<file path="src/core/uec_pkg.sv">
package uec_pkg;
    // ------------------------------------------------------------
    // indirect register indices
    // ------------------------------------------------------------
    localparam logic [5:0] A_IN_L  = 6'h11;
    localparam logic [5:0] A_IN_H  = 6'h12;
    localparam logic [5:0] A_OUT_L = 6'h14;
    localparam logic [5:0] A_OUT_H = 6'h15;
    localparam logic [5:0] A_CNT_L = 6'h16;
    localparam logic [5:0] A_CNT_H = 6'h17;
    localparam logic [7:0] RST_BYTE = 8'h00;
    // ------------------------------------------------------------
    // field positions
    // ------------------------------------------------------------
    localparam int B_IN_PACKET_READY = 0;
    localparam int B_IN_FIFO_NONEMPTY = 1;
    localparam int B_IN_UNDERRUN_FLAG = 2;
    localparam int B_FLUSH  = 3;
    localparam int B_SEND_STALL  = 4;
    localparam int B_STALL_SENT_FLAG  = 5;
    localparam int B_ICLRDT = 6;
    localparam int B_ISO_UPDATE_DEFER  = 0;
    localparam int B_SPLIT  = 2;
    localparam int B_FORCE_TOGGLE_EVERY_PACKET   = 3;
    localparam int B_ENDPOINT_DIRECTION_SELECT = 5;
    localparam int B_ISO    = 6;
    localparam int B_DBL    = 7;
    localparam int B_OUT_PACKET_READY  = 0;
    localparam int B_OFULL  = 1;
    localparam int B_OUT_OVERRUN_FLAG  = 2;
    localparam int B_OUT_DATA_ERROR_FLAG = 3;
    localparam int B_OFLUSH = 4;
    localparam int B_OSDSTL = 5;
    localparam int B_OSTSTL = 6;
    localparam int B_OCLRDT = 7;
    localparam int CNT_W    = 10;
    localparam int SLOT_W   = 2;
    // ------------------------------------------------------------
    // handshake codes toward the serial engine
    // ------------------------------------------------------------
    localparam logic [2:0] R_ACK   = 3'h1;
    localparam logic [2:0] R_NAK   = 3'h2;
    localparam logic [2:0] R_STALL = 3'h3;
    localparam logic [2:0] R_DATA  = 3'h4;
    localparam logic [2:0] R_ZLP   = 3'h5;
    // ------------------------------------------------------------
    // carriers and state
    // ------------------------------------------------------------
    typedef struct packed {
        logic       adr_we;
        logic       dat_we;
        logic [7:0] wdata;
    } uec_fw_req_t;
    typedef struct packed {
        logic             in_token;
        logic             in_tx_end;
        logic             in_acked;
        logic             out_end;
        logic             out_err;
        logic             sof;
        logic [CNT_W-1:0] out_len;
    } uec_lnk_ev_t;
    typedef struct packed {
        logic       valid;
        logic [2:0] code;
        logic       toggle;
    } uec_resp_t;
    typedef struct packed {logic [SLOT_W-1:0] cnt;} uec_slot_st_t;
    typedef struct packed {logic tog;} uec_tog_st_t;
    typedef struct packed {
        logic [5:0]       idx;
        logic             dbl_in;
        logic             iso_in;
        logic             endpoint_direction_select;
        logic             force_toggle_every_packet;
        logic             split;
        logic             iso_update_defer;
        logic             flush;
        logic             underrun;
        logic             in_send_stall;
        logic             in_stall_sent_flag;
        logic             defer;
        logic             dbl_out;
        logic             iso_out;
        logic             out_send_stall;
        logic             out_stall_sent_flag;
        logic             overrun;
        logic             out_data_error_flag;
        logic [CNT_W-1:0] out_len;
        logic [7:0]       rdata;
        uec_resp_t        resp;
    } uec_st_t;
endpackage

</file>
<file path="src/core/uec_slots.sv">
`timescale 1ns/1ps
// packet slot counter for one endpoint fifo
module uec_slots #(
    parameter int MAX_PKTS = 2
) (
    input  wire logic                       clk,
    input  wire logic                       rst_n,
    input  wire logic                       push,
    input  wire logic                       pop,
    input  wire logic                       dbl,
    output logic [uec_pkg::SLOT_W-1:0]      cnt,
    output logic                            full
);
    uec_pkg::uec_slot_st_t st_r;
    uec_pkg::uec_slot_st_t st_nxt;
    logic [uec_pkg::SLOT_W-1:0] cap;

    // one slot unless doubled; caller never pushes when full
    always_comb begin
        cap = dbl ? uec_pkg::SLOT_W'(MAX_PKTS) : uec_pkg::SLOT_W'(1);
        st_nxt = st_r;
        if (push && !pop) begin
            st_nxt.cnt = st_r.cnt + uec_pkg::SLOT_W'(1);
        end else if (pop && !push && st_r.cnt != '0) begin
            st_nxt.cnt = st_r.cnt - uec_pkg::SLOT_W'(1);
        end
    end

    always_ff @(posedge clk) begin
        if (!rst_n) begin
            st_r <= '0;
        end else begin
            st_r <= st_nxt;
        end
    end

    assign cnt  = st_r.cnt;
    assign full = (st_r.cnt >= cap);
endmodule

</file>
<file path="src/core/uec_toggle.sv">
`timescale 1ns/1ps
// data toggle bit, clear beats advance
module uec_toggle (
    input  wire logic clk,
    input  wire logic rst_n,
    input  wire logic clr,
    input  wire logic adv,
    output logic      tog
);
    uec_pkg::uec_tog_st_t st_r;
    uec_pkg::uec_tog_st_t st_nxt;

    // firmware clear resynchronises with the host, so it wins
    always_comb begin
        st_nxt = st_r;
        if (clr) begin
            st_nxt.tog = 1'b0;
        end else if (adv) begin
            st_nxt.tog = ~st_r.tog;
        end
    end

    always_ff @(posedge clk) begin
        if (!rst_n) begin
            st_r <= '0;
        end else begin
            st_r <= st_nxt;
        end
    end

    assign tog = st_r.tog;
endmodule

</file>
<file path="src/core/uec_top.sv">
`timescale 1ns/1ps
module uec_top (
    input  wire logic                 CLK,
    input  wire logic                 RST_N,
    input  wire uec_pkg::uec_fw_req_t FW_REQ,
    output logic [7:0]                FW_RDATA,
    input  wire uec_pkg::uec_lnk_ev_t LNK_EV,
    output uec_pkg::uec_resp_t        RESP
);
    uec_pkg::uec_st_t st_r;
    uec_pkg::uec_st_t st_nxt;

    logic [uec_pkg::SLOT_W-1:0] in_cnt;
    logic [uec_pkg::SLOT_W-1:0] out_cnt;
    logic                       in_full;
    logic                       out_full;
    logic                       in_tog;
    logic                       out_tog;
    logic                       in_push;
    logic                       in_pop;
    logic                       out_push;
    logic                       out_pop;
    logic                       in_adv;
    logic                       in_clr;
    logic                       out_clr;
    logic                       wr_inl;
    logic                       wr_inh;
    logic                       wr_outl;
    logic                       wr_outh;
    logic                       in_packet_ready_vis;
    logic                       stall_in;
    logic [7:0]                 wd;

    // ------------------------------------------------------------
    // fifo bookkeeping and toggles
    // ------------------------------------------------------------
    uec_slots #(
        .MAX_PKTS (2)
    ) u_in_slots (
        .clk   (CLK),
        .rst_n (RST_N),
        .push  (in_push),
        .pop   (in_pop),
        .dbl   (st_r.dbl_in),
        .cnt   (in_cnt),
        .full  (in_full)
    );

    uec_slots #(
        .MAX_PKTS (2)
    ) u_out_slots (
        .clk   (CLK),
        .rst_n (RST_N),
        .push  (out_push),
        .pop   (out_pop),
        .dbl   (st_r.dbl_out),
        .cnt   (out_cnt),
        .full  (out_full)
    );

    uec_toggle u_in_tog (
        .clk   (CLK),
        .rst_n (RST_N),
        .clr   (in_clr),
        .adv   (in_adv),
        .tog   (in_tog)
    );

    uec_toggle u_out_tog (
        .clk   (CLK),
        .rst_n (RST_N),
        .clr   (out_clr),
        .adv   (out_push && !st_r.iso_out),
        .tog   (out_tog)
    );

    // ------------------------------------------------------------
    // indirect decode, only through the data port at the held index
    // ------------------------------------------------------------
    always_comb begin
        wd      = FW_REQ.wdata;
        wr_inl  = FW_REQ.dat_we && (st_r.idx == uec_pkg::A_IN_L);
        wr_inh  = FW_REQ.dat_we && (st_r.idx == uec_pkg::A_IN_H);
        wr_outl = FW_REQ.dat_we && (st_r.idx == uec_pkg::A_OUT_L);
        wr_outh = FW_REQ.dat_we && (st_r.idx == uec_pkg::A_OUT_H);
        in_clr  = wr_inl && wd[uec_pkg::B_ICLRDT];
        out_clr = wr_outl && wd[uec_pkg::B_OCLRDT];
    end

    // stall only acts in bulk/interrupt mode
    assign stall_in = st_r.in_send_stall && !st_r.iso_in;

    // ------------------------------------------------------------
    // fifo strobes
    // ------------------------------------------------------------
    always_comb begin
        in_push = wr_inl && wd[uec_pkg::B_IN_PACKET_READY] && !in_full;
        // one packet per flush write, a stall also drops the head
        in_pop  = (wr_inl && wd[uec_pkg::B_FLUSH])
               || LNK_EV.in_tx_end
               || (LNK_EV.in_token && stall_in);
        // force mode advances even on a lost ACK
        in_adv  = LNK_EV.in_tx_end
               && (LNK_EV.in_acked || st_r.force_toggle_every_packet);
        out_push = LNK_EV.out_end && !LNK_EV.in_token && !out_full
                && !(st_r.out_send_stall && !st_r.iso_out);
        // writing zero to OUT ready hands the head packet back
        out_pop  = wr_outl && (out_cnt != '0)
                && (!wd[uec_pkg::B_OUT_PACKET_READY] || wd[uec_pkg::B_OFLUSH]);
    end

    // packet ready: held while queued, dropped early when a slot is open
    always_comb begin
        if (st_r.dbl_in) begin
            in_packet_ready_vis = (in_cnt == uec_pkg::SLOT_W'(2));
        end else begin
            in_packet_ready_vis = (in_cnt != '0);
        end
        if (st_r.defer) begin
            in_packet_ready_vis = 1'b0;
        end
    end

    // ------------------------------------------------------------
    // next state: registers, sticky flags, answers, read data
    // ------------------------------------------------------------
    always_comb begin
        st_nxt = st_r;
        st_nxt.resp = '0;
        if (FW_REQ.adr_we) begin
            st_nxt.idx = FW_REQ.wdata[5:0];
        end
        // control bits
        if (wr_inh) begin
            st_nxt.dbl_in = wd[uec_pkg::B_DBL];
            st_nxt.iso_in = wd[uec_pkg::B_ISO];
            st_nxt.endpoint_direction_select = wd[uec_pkg::B_ENDPOINT_DIRECTION_SELECT];
            st_nxt.force_toggle_every_packet   = wd[uec_pkg::B_FORCE_TOGGLE_EVERY_PACKET];
            st_nxt.split  = wd[uec_pkg::B_SPLIT];
            st_nxt.iso_update_defer  = wd[uec_pkg::B_ISO_UPDATE_DEFER];
        end
        if (wr_outh) begin
            st_nxt.dbl_out = wd[uec_pkg::B_DBL];
            st_nxt.iso_out = wd[uec_pkg::B_ISO];
        end
        if (wr_inl) begin
            st_nxt.in_send_stall = wd[uec_pkg::B_SEND_STALL];
        end
        if (wr_outl) begin
            st_nxt.out_send_stall = wd[uec_pkg::B_OSDSTL];
        end
        // flush bit is seen for one cycle then falls back by itself
        st_nxt.flush = wr_inl && wd[uec_pkg::B_FLUSH];
        // sticky flags: a write of zero clears, a same-cycle set wins
        if (wr_inl) begin
            st_nxt.underrun = st_r.underrun && wd[uec_pkg::B_IN_UNDERRUN_FLAG];
            st_nxt.in_stall_sent_flag = st_r.in_stall_sent_flag && wd[uec_pkg::B_STALL_SENT_FLAG];
        end
        if (wr_outl) begin
            st_nxt.overrun   = st_r.overrun && wd[uec_pkg::B_OUT_OVERRUN_FLAG];
            st_nxt.out_stall_sent_flag = st_r.out_stall_sent_flag && wd[uec_pkg::B_OSTSTL];
        end
        // deferred iso packet stays hidden until the frame marker
        if (LNK_EV.sof) begin
            st_nxt.defer = 1'b0;
        end
        if (in_push && st_r.iso_in && st_r.iso_update_defer) begin
            st_nxt.defer = 1'b1;
        end
        // IN token answer
        if (LNK_EV.in_token) begin
            st_nxt.resp.valid  = 1'b1;
            st_nxt.resp.toggle = in_tog;
            if (stall_in) begin
                st_nxt.resp.code = uec_pkg::R_STALL;
                st_nxt.in_stall_sent_flag  = 1'b1;
            end else if (in_cnt != '0 && !st_r.defer) begin
                st_nxt.resp.code = uec_pkg::R_DATA;
            end else if (st_r.iso_in) begin
                st_nxt.resp.code = uec_pkg::R_ZLP;
                st_nxt.underrun  = 1'b1;
            end else begin
                st_nxt.resp.code = uec_pkg::R_NAK;
                st_nxt.underrun  = 1'b1;
            end
        end else if (LNK_EV.out_end) begin
            // OUT packet end; iso gets no handshake
            st_nxt.resp.valid  = !st_r.iso_out;
            st_nxt.resp.toggle = out_tog;
            if (st_r.out_send_stall && !st_r.iso_out) begin
                st_nxt.resp.code = uec_pkg::R_STALL;
                st_nxt.out_stall_sent_flag = 1'b1;
            end else if (out_full) begin
                st_nxt.resp.code = uec_pkg::R_NAK;
                st_nxt.overrun   = 1'b1;
            end else begin
                st_nxt.resp.code = uec_pkg::R_ACK;
                st_nxt.out_len   = LNK_EV.out_len;
                st_nxt.out_data_error_flag    = st_r.iso_out && LNK_EV.out_err;
            end
        end
        // read data follows the index one cycle later
        case (st_r.idx)
            uec_pkg::A_IN_L: begin
                st_nxt.rdata = {2'b00, st_r.in_stall_sent_flag, st_r.in_send_stall,
                                st_r.flush, st_r.underrun,
                                (in_cnt != '0), in_packet_ready_vis};
            end
            uec_pkg::A_IN_H: begin
                st_nxt.rdata = {st_r.dbl_in, st_r.iso_in, st_r.endpoint_direction_select,
                                1'b0, st_r.force_toggle_every_packet, st_r.split,
                                1'b0, st_r.iso_update_defer};
            end
            uec_pkg::A_OUT_L: begin
                st_nxt.rdata = {1'b0, st_r.out_stall_sent_flag, st_r.out_send_stall,
                                1'b0, st_r.out_data_error_flag, st_r.overrun,
                                out_full, (out_cnt != '0)};
            end
            uec_pkg::A_OUT_H: begin
                st_nxt.rdata = {st_r.dbl_out, st_r.iso_out, 6'h00};
            end
            uec_pkg::A_CNT_L: begin
                st_nxt.rdata = st_r.out_len[7:0];
            end
            uec_pkg::A_CNT_H: begin
                st_nxt.rdata = {6'h00, st_r.out_len[9:8]};
            end
            default: begin
                st_nxt.rdata = uec_pkg::RST_BYTE;
            end
        endcase
    end

    always_ff @(posedge CLK) begin
        if (!RST_N) begin
            st_r <= '0;
        end else begin
            st_r <= st_nxt;
        end
    end

    assign FW_RDATA = st_r.rdata;
    assign RESP     = st_r.resp;
endmodule

</file>
<file path="config.mk">
export PLATFORM = sky130hd
export DESIGN_NAME = uec_top
export DESIGN_NICKNAME = d
export VERILOG_FILES = /design/src/core/uec_pkg.sv /design/src/core/uec_slots.sv /design/src/core/uec_toggle.sv /design/src/core/uec_top.sv
export SDC_FILE = /design/constraint.sdc
export NUM_CORES = 1
export LEC_CHECK = 0
export BUFFER_PORTS_ARGS = -buffer_cell sky130_fd_sc_hd__buf_2
export CAP_MARGIN = 15
export CORE_MARGIN = 10
export CORE_UTILIZATION = 55
export DETAILED_ROUTE_END_ITERATION = 16
export PLACE_DENSITY = 0.78
export SETUP_SLACK_MARGIN = 0.05
export SYNTH_ARGS = -nofsm -noshare
export SYNTH_HDL_FRONTEND = slang
export SYNTH_SLANG_ARGS = --single-unit
</file>
<file path="constraint.sdc">
create_clock -name CLK -period 2.65 [get_ports CLK]
set_input_delay 0.53 -clock CLK [delete_from_list [all_inputs] [get_ports CLK]]
set_output_delay 0.53 -clock CLK [all_outputs]
set_load 0.02 [all_outputs]
</file>
== After elaboration in Yosys (flattened, before gate mapping) ==
Index checks and enable logic that the tools add are counted.

* $add $sub $neg: 4
* Order comparisons: 2
* Equal/unequal tests: 7
* Multiplexer cells: 32
* Bitwise logic cells: 6
* Reduce and logical (&&, ||, !) cells: 57

{| class="wikitable"
|+ Operators with widths
! operator !! count
|-
| $pmux 8 s6 || 1
|-
| $eq 6x5->1 const B || 6
|-
| $logic_and 1x1->1 || 33
|-
| $mux 13 || 2
|-
| $mux 2 || 9
|-
| $mux 1 || 13
|-
| $logic_not 1->1 || 12
|-
| $mux 12 || 1
|-
| $mux 11 || 1
|-
| $mux 5 || 2
|-
| $reduce_bool 2->1 || 5
|-
| $mux 3 || 3
|-
| $not 1->1 || 6
|-
| $add 2x1->2 const B || 2
|-
| $ge 2x2->1 || 2
|-
| $logic_or 1x1->1 || 4
|-
| $reduce_and 4->1 || 1
|-
| $reduce_or 2->1 || 2
|-
| $sub 2x1->2 const B || 2
|-
| $eq 2x2->1 const B || 1
|}

* Register bits after elaboration: 52
* Input bits: 28
* Output and inout bits: 13
* Word-level logic and storage cells: 135

== Longest topological paths before layout ==
* Depth after elaboration: 10
* Gate-level depth with buffers: 7
* Gate-level depth less buffers: 7

== Modules after synthesis ==
A second synthesis with hierarchy kept.

* Cells, all modules: 307
* Area, all modules: 2,718.9 sq um

{| class="wikitable"
|+ Modules (own cells, without submodules)
! module !! instances !! cells each !! area each (sq um) !! sequential area each (sq um)
|-
| uec_top || 1 || 267 || 2,341.0 || 920.9
|-
| uec_slots || 2 || 17 || 147.6 || 40.0
|-
| uec_toggle || 2 || 3 || 41.3 || 20.0
|}

== Worst setup path before layout ==
No wires, ideal clock.

* Path kind: register to register
* Start: register u_out_slots.st_r, in the netlist u_out_slots.cnt[0]
* End: register u_out_slots.st_r, in the netlist u_out_slots.cnt[1]
* Setup time: 0.116 ns
* Arrival: 1.902 ns
* Required time: 2.534 ns
* Setup slack: 0.632 ns
* Cell stages (with the launch flop): 8
* Buffers on the path: 0
* Clock period less this slack: 2.018 ns
* Cells stage by stage: dfxtp_1 -> inv_1 -> ha_1 -> nand2b_1 -> a2111oi_4 -> nor3_1 -> or3_1 -> and3_1

* Longest elaborated chain between the ends: 8
* Elaborated cells between the ends (all ways): 17
* Classes of those cells: 2 x add/sub; 1 x order compare; 2 x mux; 12 x reduce/logical

{| class="wikitable"
|+ Ends and longest elaborated chain
! item !! line !! RTL
|-
| from (decl) || uec_slots.sv:14 || <nowiki>uec_pkg::uec_slot_st_t st_r;</nowiki>
|-
| from (signal assigned) || uec_slots.sv:33 || <nowiki>st_r <= st_nxt;</nowiki>
|-
| $ge 2x2->1 || uec_slots.sv:38 || <nowiki>assign full = (st_r.cnt >= cap);</nowiki>
|-
| $logic_not 1->1 || uec_top.sv:105 || <nowiki>out_push = LNK_EV.out_end && !LNK_EV.in_token && !out_full</nowiki>
|-
| $logic_and 1x1->1 || uec_top.sv:105 ||
|-
| $logic_and 1x1->1 || uec_top.sv:106 || <nowiki>&& !(st_r.out_send_stall && !st_r.iso_out);</nowiki>
|-
| $logic_not 1->1 || uec_slots.sv:24 || <nowiki>end else if (pop && !push && st_r.cnt != '0) begin</nowiki>
|-
| $logic_and 1x1->1 (2 in a row) || uec_slots.sv:24 ||
|-
| $reduce_bool 2->1 (no line) || n/a ||
|}

Several ways; a longest one is shown, not always the timed one. The select of a mux whose other input is x is not followed.
A chain may end at the register's enable or synchronous reset.

== Worst setup path after layout ==
Ends and elaborated chain as after synthesis.

==> summary.txt <==
Power and ir drop
  – Leakage power: 1.142 nW
  – Worst ir drop on vdd: between 0.3 and 0.4 mV
  – Power density over cell area: between 500 and 600 nW/um2

Floorplan
  – Row count: 24
  – I/O pin count: roughly 40
  – Die Span Y: 87.79 um
  – Initial core utilization: 0.5726
  – Area of the placeable core: ~4400 um2
  – Die Width: ~88 um
  – Overall die area: 7707 um2

Layout
  – Fin nets: 335
  – Post-route design area: 2814 um2
  – Most common cell after layout, fill and taps aside: sky130_fd_sc_hd__dfxtp_1
  – Fraction of layout instances using a drive strength above 1: 0.2237
  – Antenna diodes: 0
  – Synth-to-layout area growth: 11.34%
  – Most frequent cells in the layout: sky130_fd_sc_hd__dfxtp_1, sky130_fd_sc_hd__buf_2, sky130_fd_sc_hd__nand2_1, sky130_fd_sc_hd__nor2b_1, sky130_fd_sc_hd__mux2i_1
  – Number of fill cells: 360

Routing
  – Remaining number of nets flagged by the antenna check after routing: 0
  – Post-DR vias/cell: 5.551
  – Uppermost layer routed: met4
  – Wirelength, routed: ~6000 um
  – Detailed-routing iteration count for the pre-antenna-repair pass: 4
  – Met3 routed WL: 466 um
  – Met2 wire length: 2713 um
  – Average wire per standard cell: 16.37 um
  – Met1 wire length: 2534 um
  – Drt first-iter violations: 174
  – Vias: 1976
  – Count of unresolved DRC violations after routing: 0

Clock tree
  – # hold bufs at CTS: 0
  – Later-pin clock latency in the skew report: 0.31 ns
  – Total number of clock tree sinks: 52
  – H-tree levels: 2
  – Setup bufs post-CTS: 0
  – Clock slew seen by the registers of the worst setup and hold paths: 0.10 ns
  – Clock tree from TritonCTS: done
  – Number of buffers created by CTS: 5
  – Clk root buf: sky130_fd_sc_hd__clkbuf_8
  – Clock buffer depth: 2
  – PostCTS Resize Cnt: 0

Worst setup path
  – Crit end category: register
  – Max incr delay on CP: 0.42 ns
  – Largest delay contributor family on the critical path: simple AND/OR/NAND/NOR gates
  – Crit path max fanout: 5
  – Critical Path Source Type: register
  – Required time worst endpoint: 2.86 ns
  – Cell-by-cell listing of the critical path: inv_1, ha_1, nand2b_1, a2111oi_4, buf_4, nor3_1, or3_1, and3_1
  – Start-to-end type of the worst setup path: register to register
  – Worst path bufs/invs: 2
  – Data arrival time at the worst-slack endpoint: 2.43 ns
  – Critical-path top delay cell: sky130_fd_sc_hd__a2111oi_4

Global routing
  – Remaining global-route overflow: 0
  – Vias in the first global route: 2024
  – Maximum number of pins on one net before global-route repair: 45
  – First-pass GRT wire length: around 9600 um
  – All-Layer GR Usage: 0.1548
  – Number of antenna violations at the first check in global routing: 0

Place
  – Quantity of I/O buffers inserted on ports: 40
  – Post-detail-place hpwl: 4379 um
  – Post-Place Cell Area: 2699 um2
  – Final weighted congestion of routability-driven global placement: around 0.87

Timing
  – Fmax: 0.4493 GHz
  – Unrepaired setup endpoints after global routing: false
  – Worst Clk Skew: 0.01237 ns
  – Max-slew headroom: 0.6173
  – Final cycle utilization of the critical path: 0.8399
  – Least-Margin Pin Slew: 0.5692 ns
  – Final setup violation count: 0
  – Final period demand of the worst path: 2.226 ns
  – Setup total negative slack: 0 ns
  – Worst-case hold slack: 0.4454 ns
  – Count of endpoints failing hold in the final timing report: 0
  – Final Max Tran Viols: 0

Synth
  – Library cell occupying the most area in the post-synthesis netlist: sky130_fd_sc_hd__dfxtp_1
  – Syn avg cell area: just over 9 um2
  – Unique masters post-synth: 43
  – Fraction of synthesized cell area taken by the top area cell type: 0.4119
  – Number of instances in the synthesized netlist: 273
  – Post-Syn Area: around 2500 um2
  – Net Count, Synth: a little over 300
  – Cells taking the most area after synthesis: sky130_fd_sc_hd__dfxtp_1, sky130_fd_sc_hd__mux2i_1, sky130_fd_sc_hd__nor2b_1
  – Yosys warning total: 0
  – Proportion of synthesized chip area in sequential cells: 0.4119
  – Number of storage elements in the synthesis netlist: 52

Outcome
  – Outcome: complete, no violations

Min path
  – Worst min-delay path class: input port to register

Flow run
  – Max capacitance violation total: 0
==> through the flow <==
stage | utilization | std cells | setup WS, ns | total power, mW
final | 0.6375 | 356 | 0.4244 | 1.583
after global routing | 0.6375 | 356 | 0.3091 | 1.643
after CTS | 0.6375 | 356 | 0.4354 | 1.587
after detailed placement | 0.6114 | 348 | 0.4462 | 1.041
after global placement | 0.6114 | 348 | 0.5150 | 1.037
after floorplan | - | 273 | 0.6322 | 0.9781
==> per-layer routing <==
metal | vias to the layer above | GRT usage
met3 | 11 | 0.05014
met1 | 903 | 0.1866
met4 | 0 | 0.05507
li1 | 998 | -
met2 | 64 | 0.2520
met5 | - | 0
==> cell families after synthesis <==
kind of cell | Yosys count | share of synthesized area
buf+inv | 30 | 0.06831
fa+ha+maj | 4 | 0.01980
simple gates | 102 | 0.2322
mux | 26 | 0.1054
flops | 52 | 0.4119
compound gates | 55 | 0.1485
xor+xnor | 4 | 0.01386
==> final cells by class <==
class | instances | area (um2) | share of cell area
Inverter | 5 | 18.77 | 0.006670
Sequential cell | 52 | 1041 | 0.3699
Timing Repair Buffer | 48 | 260.3 | 0.09249
Clock buffer | 5 | 68.82 | 0.02446
Tap cell | 52 | 65.06 | 0.02312
Multi-Input combinational cell | 191 | 1314 | 0.4669
Clock inverter | 3 | 46.29 | 0.01645
==> worst reg2reg max path: stages (launching register included) <==
cell	delay (ns)
sky130_fd_sc_hd__dfxtp_1	0.40
sky130_fd_sc_hd__inv_1	0.10
sky130_fd_sc_hd__ha_1	0.29
sky130_fd_sc_hd__nand2b_1	0.19
sky130_fd_sc_hd__a2111oi_4	0.42
sky130_fd_sc_hd__buf_4	0.22
sky130_fd_sc_hd__nor3_1	0.06
sky130_fd_sc_hd__or3_1	0.30
sky130_fd_sc_hd__and3_1	0.16
==> power breakdown <==
part           internal (mW)  switching, mW  leakage (nW)  total (mW)
clock network          0.285          0.274        0.0548       0.559
registers              0.810         0.0219         0.423       0.831
logic                 0.0930         0.0991         0.664       0.192
==> sequential cells by signal, summed over array words and instances, names as in the netlist <==
signal           cells
FW_RDATA             8
u_in_slots.cnt       2
u_in_tog.tog         1
st_r                33
u_out_tog.tog        1
RESP                 5
u_out_slots.cnt      2
==> cell usage after synthesis <==
| cell type | n |
|---|---|
| sky130_fd_sc_hd__or4bb_1 | 1 |
| sky130_fd_sc_hd__nor2_1 | 8 |
| sky130_fd_sc_hd__nand4b_1 | 1 |
| sky130_fd_sc_hd__o2111ai_1 | 1 |
| sky130_fd_sc_hd__nand2b_4 | 1 |
| sky130_fd_sc_hd__nand2b_1 | 10 |
| sky130_fd_sc_hd__nand3_1 | 9 |
| sky130_fd_sc_hd__a21boi_0 | 12 |
| sky130_fd_sc_hd__mux2i_1 | 21 |
| sky130_fd_sc_hd__buf_2 | 3 |
| sky130_fd_sc_hd__nand2_2 | 1 |
| sky130_fd_sc_hd__xnor2_1 | 4 |
| sky130_fd_sc_hd__and2_1 | 3 |
| sky130_fd_sc_hd__o22ai_1 | 2 |
| sky130_fd_sc_hd__and3_1 | 8 |
| sky130_fd_sc_hd__or3_1 | 1 |
| sky130_fd_sc_hd__nand4_1 | 3 |
| sky130_fd_sc_hd__a221oi_1 | 1 |
| sky130_fd_sc_hd__or4b_4 | 1 |
| sky130_fd_sc_hd__buf_1 | 1 |
| sky130_fd_sc_hd__buf_4 | 15 |
| sky130_fd_sc_hd__nor4b_1 | 1 |
| sky130_fd_sc_hd__a21oi_1 | 13 |
| sky130_fd_sc_hd__nor3b_2 | 2 |
| sky130_fd_sc_hd__o21a_1 | 2 |
| sky130_fd_sc_hd__mux2_2 | 5 |
| sky130_fd_sc_hd__dfxtp_1 | 52 |
| sky130_fd_sc_hd__nor3_1 | 1 |
| sky130_fd_sc_hd__a21boi_1 | 1 |
| sky130_fd_sc_hd__clkbuf_1 | 6 |
| sky130_fd_sc_hd__a22o_1 | 1 |
| sky130_fd_sc_hd__a32oi_1 | 2 |
| sky130_fd_sc_hd__nor2b_1 | 25 |
| sky130_fd_sc_hd__nand2_1 | 25 |
| sky130_fd_sc_hd__a22oi_1 | 4 |
| sky130_fd_sc_hd__o31ai_1 | 1 |
| sky130_fd_sc_hd__a31oi_1 | 1 |
| sky130_fd_sc_hd__o21bai_1 | 2 |
| sky130_fd_sc_hd__o21ai_0 | 11 |
| sky130_fd_sc_hd__a2111oi_4 | 1 |
| sky130_fd_sc_hd__ha_1 | 4 |
| sky130_fd_sc_hd__inv_1 | 5 |
| sky130_fd_sc_hd__and4bb_2 | 1 |
==> worst paths after layout <==
check                                         from                  to  slack, ns  cells after the start
worst max-delay path            u_out_slots.cnt[0]  u_out_slots.cnt[1]       0.42                      8
worst min-delay path                     FW_REQ[6]        u_in_tog.tog       0.45                      2
worst max register to register  u_out_slots.cnt[0]  u_out_slots.cnt[1]       0.42                      8
worst min register to register            st_r[33]         FW_RDATA[3]       0.46                      2
No activity file was read; power rests on OpenSTA's default activity.
